File: config.mk
export PLATFORM = sky130hd
export DESIGN_NAME = ecl_config_loader
export DESIGN_NICKNAME = d
export VERILOG_FILES = /design/src/rtl/ecl_pkg.sv /design/src/rtl/ecl_tick_div.sv /design/src/rtl/ecl_preset_rom.sv /design/src/rtl/ecl_config_loader.sv
export SDC_FILE = /design/constraint.sdc
export NUM_CORES = 1
export LEC_CHECK = 0
export CAP_MARGIN = 30
export CORE_ASPECT_RATIO = 0.9
export CORE_MARGIN = 3
export CORE_UTILIZATION = 40
export DETAILED_ROUTE_END_ITERATION = 6
export DONT_BUFFER_PORTS = 1
export REMOVE_ABC_BUFFERS = 1
export SETUP_SLACK_MARGIN = 0.05
export SLEW_MARGIN = 20
export SYNTH_ARGS = -nofsm -noshare
export SYNTH_HDL_FRONTEND = slang
export SYNTH_SLANG_ARGS = --single-unit
File: constraint.sdc
create_clock -name mclk -period 7.9 [get_ports mclk]
set_input_delay 0.79 -clock mclk [delete_from_list [all_inputs] [get_ports mclk]]
set_output_delay 0.79 -clock mclk [all_outputs]
set_load 0.005 [all_outputs]
File: src/rtl/ecl_pkg.sv
// Constants, types and preset table of the memory interface configuration loader.
//
// Function
// - After reset, sense input is read twice: internal preset check, then external scan.
// - Internal scan covers 66 input clocks inside a 144 input clock window.
// - Write, refresh and address lines start high, then fall in turn two clocks apart.
// - Sense input following a scanned line selects that line's preset configuration.
// - Default: T-states 4, strobes 31/30/30/18, late write, refresh 72, 12 cycles.
// - Only 16 lines give presets; any other match keeps the default configuration.
// - Presets on lines 8 and 9 (address lines 6 and 7) have refresh disabled, static memory only.
// - Sense held low until the write line falls selects the external configuration.
// - External scan always runs; its bits are dropped when a preset was chosen.
// - External scan is 36 read cycles in default timing, one sense bit each.
// - Scan read addresses run from 7FFFFF6C in steps of four to 7FFFFFF8.
// - Sense tied low gives maximum T-states and strobes, refresh 72 on, late write.
// - First 12 bits are six 2-bit fields, LSB first: extra half-periods per T-state.
// - Bits 13 to 32 are four 5-bit strobe fields, LSB first, 0 to 31.
// - Bits 33-34 refresh code, bit 35 refresh enable, bit 36 late write.
// - Refresh code 00,01,10,11 maps to 18,36,54,72 input clocks.
// - An extra half-period after T6 makes the next T1 start on a rising edge.
// - With wait states, T5 on a falling edge gets one more half-period.
package ecl_pkg;

   localparam int ECL_CLK_MHZ        = 50;
   localparam int ECL_CLKIN_NS       = 200;
   localparam int ECL_CLKIN_DIV      = ECL_CLKIN_NS * ECL_CLK_MHZ / 1000;
   localparam int ECL_HALF_NS        = 40;
   localparam int ECL_HALF_DIV       = ECL_HALF_NS * ECL_CLK_MHZ / 1000;

   localparam logic [7:0]  ECL_SCAN_START  = 8'h10;
   localparam logic [7:0]  ECL_SCAN_SPAN   = 8'h42;
   localparam logic [7:0]  ECL_WIN_LAST    = 8'h8f;
   localparam int          ECL_LINES       = 33;
   localparam logic [5:0]  ECL_EXT_LAST    = 6'h23;
   localparam logic [31:0] ECL_EXT_BASE    = 32'h7fffff6c;
   localparam logic [5:0]  ECL_PRESET_MAX  = 6'h0f;
   localparam logic [4:0]  ECL_DEFAULT_IDX = 5'h10;
   localparam logic [1:0]  ECL_REF_72      = 2'h3;
   localparam logic [6:0]  ECL_REF_UNIT    = 7'h12;

   typedef struct packed {
      logic [5:0][2:0] t_len;
      logic [3:0][4:0] strobe;
      logic            late_write;
      logic            refresh_en;
      logic [1:0]      refresh_code;
      logic [3:0]      proc_cycles;
   } ecl_cfg_t;

   typedef enum logic [2:0] {
      ST_INT  = 3'b001,
      ST_EXT  = 3'b010,
      ST_DONE = 3'b100
   } ecl_state_t;

   function automatic ecl_cfg_t ecl_mk(input int t1, t2, t3, t4, t5, t6,
                                       input int s1, s2, s3, s4,
                                       input int lw, re, pc);
      ecl_cfg_t c;
      c.t_len        = {3'(t6), 3'(t5), 3'(t4), 3'(t3), 3'(t2), 3'(t1)};
      c.strobe       = {5'(s4), 5'(s3), 5'(s2), 5'(s1)};
      c.late_write   = 1'(lw);
      c.refresh_en   = 1'(re);
      c.refresh_code = ECL_REF_72;
      c.proc_cycles  = 4'(pc);
      return c;
   endfunction

   function automatic logic [6:0] ecl_ref_clks(input logic [1:0] code);
      return 7'(ECL_REF_UNIT * ({5'h00, code} + 7'h01));
   endfunction

   // Index 0 is the write line, 1 the refresh line, 2..15 address lines, 16 the default.
   localparam ecl_cfg_t ECL_PRESETS [17] = '{
      ecl_mk(1, 1, 1, 1, 1, 1, 30, 1, 3,  5, 1, 1,  3),
      ecl_mk(1, 2, 1, 1, 1, 2, 30, 1, 2,  7, 1, 1,  4),
      ecl_mk(1, 2, 1, 1, 2, 3, 30, 1, 2,  7, 1, 1,  5),
      ecl_mk(2, 3, 1, 1, 2, 3, 30, 1, 3,  8, 1, 1,  6),
      ecl_mk(1, 1, 1, 1, 1, 1,  3, 1, 2,  3, 0, 1,  3),
      ecl_mk(1, 1, 2, 1, 2, 1,  5, 1, 2,  3, 0, 1,  4),
      ecl_mk(2, 1, 2, 1, 3, 1,  6, 1, 2,  3, 0, 1,  5),
      ecl_mk(2, 2, 2, 1, 3, 2,  7, 1, 3,  4, 0, 1,  6),
      ecl_mk(1, 1, 1, 1, 1, 1, 30, 1, 2,  3, 0, 0,  3),
      ecl_mk(1, 1, 2, 1, 2, 1, 30, 2, 5,  9, 0, 0,  4),
      ecl_mk(2, 2, 2, 2, 4, 2, 30, 2, 3,  8, 1, 1,  7),
      ecl_mk(3, 3, 3, 3, 3, 3, 30, 2, 4, 13, 1, 1,  9),
      ecl_mk(1, 1, 2, 1, 2, 1,  4, 1, 2,  3, 0, 1,  4),
      ecl_mk(2, 1, 2, 1, 2, 2,  5, 1, 2,  3, 0, 1,  5),
      ecl_mk(2, 2, 2, 1, 3, 2,  6, 1, 3,  4, 0, 1,  6),
      ecl_mk(2, 1, 2, 3, 3, 3,  8, 1, 2,  3, 0, 1,  7),
      ecl_mk(4, 4, 4, 4, 4, 4, 31, 30, 30, 18, 1, 1, 12)
   };

   localparam ecl_cfg_t ECL_DEFAULT_CFG = ECL_PRESETS[16];

endpackage

File: src/rtl/ecl_tick_div.sv
// Divider that turns the system clock into a one-cycle enable pulse.
`timescale 1ns/100ps
module ecl_tick_div #(
   parameter int DIV = 10
) (
   // Clock and reset
   input  logic mclk,
   input  logic reset,
   // Enable pulse
   output logic tick
);
   logic [7:0] cnt_reg;

   always_ff @(posedge mclk or posedge reset)
   begin
      if (reset)
      begin
         cnt_reg <= 8'h00;
         tick    <= 1'b0;
      end
      else if (cnt_reg == 8'(DIV - 1))
      begin
         cnt_reg <= 8'h00;
         tick    <= 1'b1;
      end
      else
      begin
         cnt_reg <= cnt_reg + 8'h01;
         tick    <= 1'b0;
      end
   end
endmodule // ecl_tick_div

File: src/rtl/ecl_preset_rom.sv
// Constant preset table with a registered read port.
`timescale 1ns/100ps
module ecl_preset_rom (
   // Clock and reset
   input  logic             mclk,
   input  logic             reset,
   // Read port
   input  logic [4:0]       idx,
   output ecl_pkg::ecl_cfg_t rdata
);
   import ecl_pkg::*;

   always_ff @(posedge mclk or posedge reset)
   begin
      if (reset)
         rdata <= ECL_DEFAULT_CFG;
      else if (idx > ECL_DEFAULT_IDX)
         rdata <= ECL_DEFAULT_CFG;
      else
         rdata <= ECL_PRESETS[idx];
   end
endmodule // ecl_preset_rom

File: src/rtl/ecl_config_loader.sv
// Post-reset loader that picks the memory interface timing from presets or a ROM scan.
`timescale 1ns/100ps
module ecl_config_loader (
   // Clock and reset
   input  logic              mclk,
   input  logic              reset,
   // Configuration pins
   input  logic              cfg_sense_input,
   input  logic              mem_wait,
   // Bus lines
   output logic              write_data0_line,
   output logic              refresh_data1_line,
   output logic [30:0]       muxed_addr_data_lines,
   output logic              cycle_strobe_0_n,
   output logic              read_strobe_n,
   output logic              proc_clock_out_a,
   // Result
   output ecl_pkg::ecl_cfg_t cfg_out,
   output logic              cfg_valid,
   output logic              ext_cfg_used,
   output logic [6:0]        refresh_interval_clks
);
   import ecl_pkg::*;

   ecl_state_t      state_reg;
   logic            clkin_tick;
   logic            hp_tick;
   logic [7:0]      win_cnt_reg;
   logic [7:0]      scan_off;
   logic            ext_sel_reg;
   logic            found_reg;
   logic [5:0]      match_reg;
   logic [4:0]      rom_idx;
   ecl_cfg_t        rom_data;
   logic [32:0]     line_int;
   logic [2:0]      tphase_reg;
   logic [2:0]      hp_cnt_reg;
   logic            align_reg;
   logic            waited_reg;
   logic [5:0]      ext_idx_reg;
   logic [35:0]     ext_bits_reg;
   logic [2:0]      cur_len;
   logic            t_end;
   logic            hold_wait;
   logic            ext_end;
   logic            busy_t;
   logic [31:0]     ext_addr;
   ecl_cfg_t        ext_cfg;
   logic [4:0]      ext_sum;
   logic [32:0]     bus_reg;

   ecl_tick_div #(.DIV(ECL_CLKIN_DIV)) u_clkin_div (
      .mclk  (mclk),
      .reset (reset),
      .tick  (clkin_tick)
   );

   ecl_tick_div #(.DIV(ECL_HALF_DIV)) u_hp_div (
      .mclk  (mclk),
      .reset (reset),
      .tick  (hp_tick)
   );

   // Unmatched lines and lines beyond the table fall back to the default entry.
   assign rom_idx = (found_reg && match_reg <= ECL_PRESET_MAX) ? match_reg[4:0]
                                                               : ECL_DEFAULT_IDX;

   ecl_preset_rom u_rom (
      .mclk  (mclk),
      .reset (reset),
      .idx   (rom_idx),
      .rdata (rom_data)
   );

   // Top sequence: internal window, then the external scan, then hold.
   always_ff @(posedge mclk or posedge reset)
   begin
      if (reset)
         state_reg <= ST_INT;
      else
      begin
         case (state_reg)
            ST_INT:
               if (clkin_tick && win_cnt_reg == ECL_WIN_LAST)
                  state_reg <= ST_EXT;
            ST_EXT:
               if (ext_end)
                  state_reg <= ST_DONE;
            ST_DONE:
               state_reg <= ST_DONE;
            default:
               state_reg <= ST_INT;
         endcase
      end
   end

   // Internal scan window counter and sense sampling.
   assign scan_off = win_cnt_reg - ECL_SCAN_START;

   always_ff @(posedge mclk or posedge reset)
   begin
      if (reset)
         win_cnt_reg <= 8'h00;
      else if (state_reg == ST_INT && clkin_tick)
         win_cnt_reg <= win_cnt_reg + 8'h01;
   end

   // The sense input is sampled at slot end, two input clocks after each line falls.
   always_ff @(posedge mclk or posedge reset)
   begin
      if (reset)
      begin
         ext_sel_reg <= 1'b0;
         found_reg   <= 1'b0;
         match_reg   <= 6'h00;
      end
      else if (state_reg == ST_INT && clkin_tick)
      begin
         if (win_cnt_reg == ECL_SCAN_START - 8'h01)
            ext_sel_reg <= !cfg_sense_input;
         else if (win_cnt_reg >= ECL_SCAN_START && scan_off[0] &&
                  scan_off < ECL_SCAN_SPAN && !found_reg && !cfg_sense_input)
         begin
            found_reg <= 1'b1;
            match_reg <= scan_off[6:1];
         end
      end
   end

   // Each line stays high until its slot, then low until the window ends.
   generate
      for (genvar k = 0; k < ECL_LINES; k++)
      begin : g_line
         assign line_int[k] = (win_cnt_reg < 8'(ECL_SCAN_START + 8'(2 * k)));
      end
   endgenerate

   // External read cycle engine, stepped on every half processor period.
   assign cur_len   = ECL_DEFAULT_CFG.t_len[tphase_reg];
   assign t_end     = (hp_cnt_reg == cur_len - 3'h1);
   assign hold_wait = (tphase_reg == 3'h3) && t_end && mem_wait;
   // The T5 alignment period belongs to the read, so the strobes stay asserted through it.
   assign busy_t    = (state_reg == ST_EXT) && !(align_reg && tphase_reg == 3'h5);
   assign ext_end   = (state_reg == ST_EXT) && hp_tick && !align_reg &&
                      tphase_reg == 3'h5 && t_end && ext_idx_reg == ECL_EXT_LAST;
   assign ext_addr  = ECL_EXT_BASE + {24'h000000, ext_idx_reg, 2'h0};

   always_ff @(posedge mclk or posedge reset)
   begin
      if (reset)
         proc_clock_out_a <= 1'b0;
      else if (hp_tick)
         proc_clock_out_a <= !proc_clock_out_a;
   end

   // A tick while the clock output is low is the boundary of a rising edge.
   always_ff @(posedge mclk or posedge reset)
   begin
      if (reset)
      begin
         tphase_reg  <= 3'h5;
         hp_cnt_reg  <= 3'h0;
         align_reg   <= 1'b1;
         waited_reg  <= 1'b0;
         ext_idx_reg <= 6'h00;
      end
      else if (state_reg == ST_EXT && hp_tick)
      begin
         if (align_reg)
         begin
            if (tphase_reg != 3'h5)
            begin
               align_reg  <= 1'b0;
               tphase_reg <= 3'h4;
               hp_cnt_reg <= 3'h0;
            end
            else if (!proc_clock_out_a)
            begin
               align_reg  <= 1'b0;
               tphase_reg <= 3'h0;
               hp_cnt_reg <= 3'h0;
               waited_reg <= 1'b0;
            end
         end
         else if (hold_wait)
            waited_reg <= 1'b1;
         else if (t_end)
         begin
            hp_cnt_reg <= 3'h0;
            if (tphase_reg == 3'h3 && waited_reg && proc_clock_out_a)
               align_reg <= 1'b1;
            else if (tphase_reg == 3'h5)
            begin
               if (ext_idx_reg != ECL_EXT_LAST)
               begin
                  ext_idx_reg <= ext_idx_reg + 6'h01;
                  waited_reg  <= 1'b0;
                  if (proc_clock_out_a)
                     align_reg <= 1'b1;
                  else
                     tphase_reg <= 3'h0;
               end
            end
            else
               tphase_reg <= tphase_reg + 3'h1;
         end
         else
            hp_cnt_reg <= hp_cnt_reg + 3'h1;
      end
   end

   // One bit per cycle, taken at the end of T5; the pin carries the inverted value.
   always_ff @(posedge mclk or posedge reset)
   begin
      if (reset)
         ext_bits_reg <= 36'h0;
      else if (busy_t && hp_tick && !hold_wait && tphase_reg == 3'h4 && t_end)
         ext_bits_reg[ext_idx_reg] <= !cfg_sense_input;
   end

   // Field decode of the scanned bit stream.
   generate
      for (genvar i = 0; i < 6; i++)
      begin : g_tfield
         assign ext_cfg.t_len[i] = {1'b0, ext_bits_reg[2*i+1 -: 2]} + 3'h1;
      end
      for (genvar j = 0; j < 4; j++)
      begin : g_sfield
         assign ext_cfg.strobe[j] = ext_bits_reg[12+5*j +: 5];
      end
   endgenerate

   assign ext_cfg.refresh_code = ext_bits_reg[33:32];
   assign ext_cfg.refresh_en   = ext_bits_reg[34];
   assign ext_cfg.late_write   = ext_bits_reg[35];
   // The cycle is rounded up to whole processor cycles, matching the T6 extension.
   assign ext_sum = 5'(ext_cfg.t_len[0]) + 5'(ext_cfg.t_len[1]) + 5'(ext_cfg.t_len[2]) +
                    5'(ext_cfg.t_len[3]) + 5'(ext_cfg.t_len[4]) + 5'(ext_cfg.t_len[5]);
   assign ext_cfg.proc_cycles = 4'((ext_sum + 5'h01) >> 1);

   // Result latch; nothing after the scan can change it short of a reset.
   always_ff @(posedge mclk or posedge reset)
   begin
      if (reset)
      begin
         cfg_out               <= ECL_DEFAULT_CFG;
         cfg_valid             <= 1'b0;
         ext_cfg_used          <= 1'b0;
         refresh_interval_clks <= 7'h00;
      end
      else if (ext_end)
      begin
         cfg_valid <= 1'b1;
         ext_cfg_used <= ext_sel_reg;
         if (ext_sel_reg)
         begin
            cfg_out               <= ext_cfg;
            refresh_interval_clks <= ecl_ref_clks(ext_cfg.refresh_code);
         end
         else
         begin
            cfg_out               <= rom_data;
            refresh_interval_clks <= ecl_ref_clks(rom_data.refresh_code);
         end
      end
   end

   // Bus line drive: scan pattern, then address in T1 and T2 of each read.
   always_ff @(posedge mclk or posedge reset)
   begin
      if (reset)
      begin
         bus_reg          <= '1;
         cycle_strobe_0_n <= 1'b1;
         read_strobe_n    <= 1'b1;
      end
      else
      begin
         if (state_reg == ST_INT)
            bus_reg <= line_int;
         else if (busy_t && tphase_reg <= 3'h1)
            bus_reg <= {1'b0, ext_addr[31:2], 2'h3};
         else
            bus_reg <= '1;
         cycle_strobe_0_n <= !(busy_t && tphase_reg != 3'h0);
         read_strobe_n    <= !(busy_t && tphase_reg >= 3'h2 && tphase_reg <= 3'h4);
      end
   end

   assign write_data0_line      = bus_reg[0];
   assign refresh_data1_line    = bus_reg[1];
   assign muxed_addr_data_lines = bus_reg[32:2];
endmodule // ecl_config_loader

# Word-level counts from Yosys, hierarchy flattened
# Memories as Yosys holds them, arrays and structs flattened. A register that Yosys moved wholly into a read port is not among the register bits.
# Index checks and enable logic that the tools add are counted.
dict set report word_totals {
  register_bits 178
  romBits 1496
  out_inout_bits 91
  elab_cells 225
  mem_count 2
}
dict set report op_classes {
  addsub 23
  multipliers 2
  order_cmp 42
  n_eq_ne 23
  muxes 45
  n_bitwise 5
  reduce_logical 47
}
# name depth word_bits read_ports rd_clocked_by_memory_dff wr line
set mem_list {}
lappend mem_list {{(no name shown)} 32 46 1 1 0 ecl_preset_rom.sv:20} ;# rdata <= ECL_PRESETS[idx];
lappend mem_list {{(no name shown)} 8 3 1 0 0 ecl_config_loader.sv:139} ;# assign cur_len = ECL_DEFAULT_CFG.t_len[tphase_reg];
# op n
set ops {}
lappend ops {{8-bit by 6-bit less-than comparator with 1-bit output (second input constant)} 16}
lappend ops {{8-bit by 7-bit less-than comparator with 1-bit output (second input constant)} 10}
lappend ops {{33-bit two-way mux} 2}
lappend ops {{8-bit by 5-bit less-than comparator with 1-bit output (second input constant)} 8}
lappend ops {{3-bit two-way mux} 16}
lappend ops {{46-bit two-way mux} 1}
lappend ops {{36-bit bitwise mux} 1}
lappend ops {{31-bit by 8-bit adder with 32-bit output (first input constant)} 1}
lappend ops {{1-bit logical AND} 27}
lappend ops {{2-bit by 1-bit adder with 3-bit output (second input constant)} 8}
lappend ops {{8-bit by 1-bit adder with 8-bit output (second input constant)} 3}
lappend ops {{1-bit two-way mux} 19}
lappend ops {{8-bit by 4-bit equality test with 1-bit output (second input constant)} 2}
lappend ops {{8-bit two-way mux} 2}
lappend ops {{5-bit by 3-bit adder with 5-bit output} 3}
lappend ops {{7-bit AND reduction} 2}
lappend ops {{4-bit by 3-bit multiplier with 6-bit output (first input constant)} 2}
lappend ops {{2-bit != test (second input constant)} 6}
lappend ops {{3-bit nonzero test} 4}
lappend ops {{3-bit equality test (second input constant)} 3}
lappend ops {{3-bit one-hot mux with 3 select lines} 1}
lappend ops {{8-bit by 1-bit equality test with 1-bit output (second input constant)} 1}
lappend ops {{8-bit equality test (second input constant)} 1}
lappend ops {{8-bit by 5-bit greater-or-equal comparator with 1-bit output (second input constant)} 1}
lappend ops {{other kinds (31)} 47}

# Longest topological paths before layout
dict set report depth {
  ltp_word 10
  depth_mapped 12
}

# Hierarchy
# A second synthesis with hierarchy kept.
dict set report hier_totals {
  cells_unflattened 990
  area_unflattened_um2 10493.8
}
# mod n_inst cells_each area_per_inst_um2 seq_area_each_um2
set modules_own_cells {}
lappend modules_own_cells {ecl_config_loader 1 772 8066.5 3986.3}
lappend modules_own_cells {ecl_preset_rom 1 155 1635.3 869.6}
lappend modules_own_cells {{ecl_tick_div (u_clkin_div)} 1 32 396.6 225.2}
lappend modules_own_cells {{ecl_tick_div (u_hp_div)} 1 31 395.4 225.2}

# Least setup slack after synthesis
# Ideal clock, no wire load.
dict set report synth_path {
  path_kind {register to register}
  from {register ext_bits_reg[0]}
  to {register cfg_out[3] (netlist name)}
  setup_time_ns 0.085
  arrival_time_ns 3.204
  required_time_ns 7.815
  slack_ns 4.612
  stages_incl_launch_ff 13
  period_less_slack_ns 3.288
  path_cell_list {dfrtp_1 ha_1 fa_1 fa_1 inv_1 fa_1 inv_1 ha_1 inv_1 fa_1 xnor2_1 a21oi_1 mux2_1}
}
dict set report synth_via {
  elab_chain_cells 8
}
# element line
set synth_rtl {}
lappend synth_rtl {{from (decl)} ecl_config_loader.sv:41} ;# logic [35:0] ext_bits_reg;
lappend synth_rtl {{from (signal, indexed assignment)} ecl_config_loader.sv:218} ;# ext_bits_reg[ext_idx_reg] <= !cfg_sense_input;
lappend synth_rtl {{2-bit by 1-bit adder with 3-bit output} ecl_config_loader.sv:225} ;# assign ext_cfg.t_len[i] = {1'b0, ext_bits_reg[2*i+1 -: 2]} + 3'h1;
lappend synth_rtl {{3-bit by 3-bit adder with 4-bit output} ecl_config_loader.sv:237} ;# assign ext_sum = 5'(ext_cfg.t_len[0]) + 5'(ext_cfg.t_len[1]) + 5'(ext_cfg.t_len[2]) +
lappend synth_rtl {{4-bit by 3-bit adder with 5-bit output} ecl_config_loader.sv:237}
lappend synth_rtl {{5-bit by 3-bit adder with 5-bit output} ecl_config_loader.sv:237}
lappend synth_rtl {{5-bit by 3-bit adder with 5-bit output (2 in a row)} ecl_config_loader.sv:238} ;# 5'(ext_cfg.t_len[3]) + 5'(ext_cfg.t_len[4]) + 5'(ext_cfg.t_len[5]);
lappend synth_rtl {{5-bit by 1-bit adder with 5-bit output} ecl_config_loader.sv:239} ;# assign ext_cfg.proc_cycles = 4'((ext_sum + 5'h01) >> 1);
lappend synth_rtl {{46-bit two-way mux} ecl_config_loader.sv:255} ;# if (ext_sel_reg)
lappend synth_rtl {{to (signal assigned)} ecl_config_loader.sv:257} ;# cfg_out <= ext_cfg;
lappend synth_rtl {{to (signal assigned)} ecl_config_loader.sv:262} ;# cfg_out <= rom_data;
lappend synth_rtl {{to (decl)} ecl_config_loader.sv:18} ;# output ecl_pkg::ecl_cfg_t cfg_out,
# Every way passes these cells.
# A chain may end at the register's enable or synchronous reset.

# Final worst setup path
dict set report layout_path {
  from {register ext_bits_reg[8]}
  to {register cfg_out[3] (netlist name)}
}
dict set report layout_via {
  elab_chain_cells 5
}
# element line
set layout_rtl {}
lappend layout_rtl {{2-bit by 1-bit adder with 3-bit output} ecl_config_loader.sv:225}
lappend layout_rtl {{5-bit by 3-bit adder with 5-bit output (2 in a row)} ecl_config_loader.sv:238}
lappend layout_rtl {{5-bit by 1-bit adder with 5-bit output} ecl_config_loader.sv:239}
lappend layout_rtl {{46-bit two-way mux} ecl_config_loader.sv:255}
# Every way passes these cells.

==> impl_metrics.csv <==
group,metric,value,unit
run_status,status,"finished, final reports clean",
placed_design,gp_congestion,0.858,
power_and_ir_drop,internal-power,1.80,mW
setup_path,crit_path_max_incr_delay,550,ps
die,floorplan.initialDensity,0.413,
global_routing,grt_pass1_wl,38700,µm
die,dieArea,0.0283,mm²
synthesis,post-synth-top-count-cell,"sky130_fd_sc_hd__dfrtp_1",
die,die_height,160,µm
synthesis,synth.yosys.seq_area_share,0.503,
placed_design,dpl-instance-area,0.0107,mm²
layout,area_growth_syn_to_layout,10.5,%
synthesis,yosysTopAreaCell,"sky130_fd_sc_hd__dfrtp_1",
clocking,cts-buffers-inserted,24,
timing,hold-worst-slack,160,ps
synthesis,yosys-top-cells-count,"sky130_fd_sc_hd__dfrtp_1 (127), sky130_fd_sc_hd__nand2_1 (92), sky130_fd_sc_hd__inv_1 (86), sky130_fd_sc_hd__dfstp_2 (81), sky130_fd_sc_hd__mux2i_1 (58)",
clocking,cts_root_buffer_type,"sky130_fd_sc_hd__clkbuf_16",
power_and_ir_drop,netSwitchingFraction,0.205,
global_routing,grt_remaining_overflow,0,
global_routing,grt_use_total,0.166,
routing,post-route-drc-count,0,
global_routing,first_global_vias,6860,
synthesis,ys_dominant_reg_cell,"sky130_fd_sc_hd__dfrtp_1",
layout,layout.cell_area.non_filler,0.0117,mm²
clocking,clock_sinks,208,
power_and_ir_drop,ir_worst_vdd,0.168,mV
power_and_ir_drop,pwr_density_cell,194,mW/mm²
clocking,worst_setup_hold_path_clk_slew,60,ps
global_routing,antenna_violations_before_repair,0,
setup_path,cp_num_buf_inv,3,
die,die_width,177,µm
timing,timing.final.setup_violations,0,
synthesis,postSynthRegisterBits,208,
clocking,tritoncts,"yes",
setup_path,worstSetupEndpointType,"flop",
clocking,cts-hold-fix-buffers,0,
setup_path,worst-endpoint-arrival,3880,ps
routing,detail_route.first_pass.iterations,5,
timing,totalNegativeSetupSlack,0,ps
flow_run,max_cap_violations,0,
power_and_ir_drop,power_share_of_the_combinational_group,0.017,
routing,viasPerCell,5.22,
layout,multiInputGateArea,0.00460,mm²
global_routing,maximum_number_of_pins_on_one_net_before_global_route_repair,134,
die,core_area,0.0255,mm²
layout,nNetsFinal,1007,
routing,dr_wl_cell,17.9,µm
timing,clock.fmax,0.290,GHz
global_routing,busiest_layer,"met1",
layout,antenna_cells,0,
timing,hold_violations,0,
layout,ff_latch_area,0.00531,mm²
timing,layout_setup_ws,4460,ps
synthesis,synth_cells,981,
timing,normalized_max_slew_margin,0.383,
timing,period_minus_slack,3440,ps
clocking,ctsLongestPathBuffers,3,
setup_path,cp_cell_sequence,"ha_1 -> inv_1 -> fa_1 -> fa_1 -> fa_1 -> inv_1 -> ha_1 -> inv_1 -> fa_1 -> xnor2_1 -> a21oi_1 -> mux2_1",
synthesis,synth_cell_type_count,64,
clocking,clock_insertion_delay_worst_skew,520,ps
timing,finalClockSkew,19.6,ps
timing,tightestPinTransition,925,ps
timing,grt_setup_unrepaired,"no",
setup_path,cpMostUsedCell,"sky130_fd_sc_hd__fa_1",
synthesis,synth-warning-count,0,
clocking,ctsResizeCount,0,
layout,final_layout_size_suffix_gt1_frac,0.184,
routing,dr_total_vias,6871,
global_routing,grtUsageMet2,0.239,
setup_path,worst_path_required,8340,ps
synthesis,syn-cell-area,0.0105,mm²
setup_path,setup.worst_path.start_class,"flop",
synthesis,count_of_flip_flops_with_a_built_in_enable_after_synthesis,0,
power_and_ir_drop,power.net_switching,0.462,mW
global_routing,global_route.usage.met1,0.258,
routing,antenna_violating_nets_left,0,
die,placementRows,55,
setup_path,crit_family,"adder cells",
synthesis,yosysTopAreaCellShare,0.301,
layout,flip_flop_count_of_the_largest_register_all_copies_and_words_added,46,
hold_path,worst_hold_path_type,"primary input to async pin",
global_routing,grt_use_met3,0.0295,
power_and_ir_drop,seqPwrFrac,0.472,
clocking,cts.repair_timing.setup_buffer_count,0,
synthesis,per_instance_average_area_after_synthesis,10.7,µm²
power_and_ir_drop,clock_power_share,0.510,
setup_path,critical_path.max_fanout,3,
synthesis,share_of_flip_flops_with_an_asynchronous_set_or_reset,1.00,
placed_design,buffer_ports.inserted,0,
timing,number_of_max_slew_violations_in_the_final_report,0,
placed_design,dp_hpwl,15600,µm
die,num_io_pins,95,
synthesis,synth_top_cells_by_area,"sky130_fd_sc_hd__dfrtp_1 (30%), sky130_fd_sc_hd__dfstp_2 (20%), sky130_fd_sc_hd__mux2i_1 (5.5%)",
power_and_ir_drop,power.static_leakage,5.09,nW
setup_path,slowest_stage,"sky130_fd_sc_hd__fa_1",
placed_design,placement.setup.worst_slack,4460,ps
clocking,h-tree-depth,1,
setup_path,critical_path_class,"flop to flop",
layout,nFillCells,2350,
timing,fin_crit_sh,0.436,
routing,wirelength,23600,µm
routing,first_iter_violations,692,
==> layout make-up <==
| type | count | share of cell area |
|---|---|---|
| clock inverter | 9 | 0.0103 |
| inverter | 90 | 0.0296 |
| tap | 342 | 0.0367 |
| sequential | 208 | 0.455 |
| multi-input combinational | 620 | 0.394 |
| clock buffer | 35 | 0.0612 |
| timing repair buffer | 12 | 0.0125 |
==> power groups by stage <==
| stage | logic (mW) | registers, mW | clock network (mW) |
|---|---|---|---|
| 4_1_cts | 0.0373 | 1.07 | 1.19 |
| 3_3_place_gp | 0.0367 | 1.09 | 0 |
| 2_1_floorplan | 0.0226 | 1.09 | 0 |
| 6_report | 0.0386 | 1.07 | 1.15 |
| 5_1_grt | 0.0444 | 1.07 | 1.23 |
| 3_5_place_dp | 0.0370 | 1.09 | 0 |
==> path summary, 6_finish.rpt <==
check / startpoint / slack, ps / depth (start not counted) / end
min in group mclk: cfg_sense_input / 380 / 1 / ext_bits_reg[26]$_DFFE_PP0P_
setup reg to reg: ext_bits_reg[8]$_DFFE_PP0P_ / 4460 / 12 / cfg_out[3]$_DFFE_PP1P_
hold / removal: reset / 160 / 1 / cfg_out[26]$_DFFE_PP0P_
max in group asynchronous: reset / 6260 / 4 / bus_reg[5]$_DFF_PP1_
setup / recovery: ext_bits_reg[8]$_DFFE_PP0P_ / 4460 / 12 / cfg_out[3]$_DFFE_PP1P_
hold reg to reg: u_clkin_div.cnt_reg[7]$_DFF_PP0_ / 470 / 1 / u_clkin_div.cnt_reg[7]$_DFF_PP0_
==> per-stage QoR <==
| step | power (mW) | std cells | utilization |
|---|---|---|---|
| after floorplan | 1.11 | 918 | - |
| final | 2.26 | 1316 | 0.457 |
| after CTS | 2.29 | 1311 | 0.453 |
| after global routing | 2.34 | 1316 | 0.457 |
| after global placement | 1.12 | 1266 | 0.420 |
| after detailed placement | 1.12 | 1267 | 0.420 |
==> logic make-up after synthesis <==
logic type	synth area share
multiplexers	0.136
XOR/XNOR	0.0249
AO/OA/AOI/OAI	0.0731
adder cells (fa/ha/maj)	0.0636
flip-flops	0.503
AND/OR/NAND/NOR	0.137
buffers and inverters	0.0615
other	0.000356
==> routing by layer <==
metal | wire length [µm] | vias up
li1 | - | 3293
met1 | 11700 | 3396
met2 | 10300 | 147
met3 | 1080 | 35
met4 | 534 | 0
met5 | 0 | -
==> cell usage in the layout, fill, tap and decap left out, types with 9 or more instances in the layout <==
master	count
sky130_fd_sc_hd__nor4_1	37
sky130_fd_sc_hd__mux2i_1	58
sky130_fd_sc_hd__ha_1	36
sky130_fd_sc_hd__nor2_1	56
sky130_fd_sc_hd__a21oi_1	20
sky130_fd_sc_hd__mux2_1	42
sky130_fd_sc_hd__clkbuf_16	25
sky130_fd_sc_hd__o21ai_0	47
sky130_fd_sc_hd__xor2_1	9
sky130_fd_sc_hd__dfstp_2	81
sky130_fd_sc_hd__and3_1	12
sky130_fd_sc_hd__nor3_1	16
sky130_fd_sc_hd__nand2_1	92
sky130_fd_sc_hd__fa_1	11
sky130_fd_sc_hd__dfrtp_1	127
sky130_fd_sc_hd__nand3_1	21
sky130_fd_sc_hd__nor3b_1	12
sky130_fd_sc_hd__xnor2_1	21
sky130_fd_sc_hd__mux2_2	28
sky130_fd_sc_hd__inv_1	85
No activity file was read; power rests on OpenSTA's default activity.
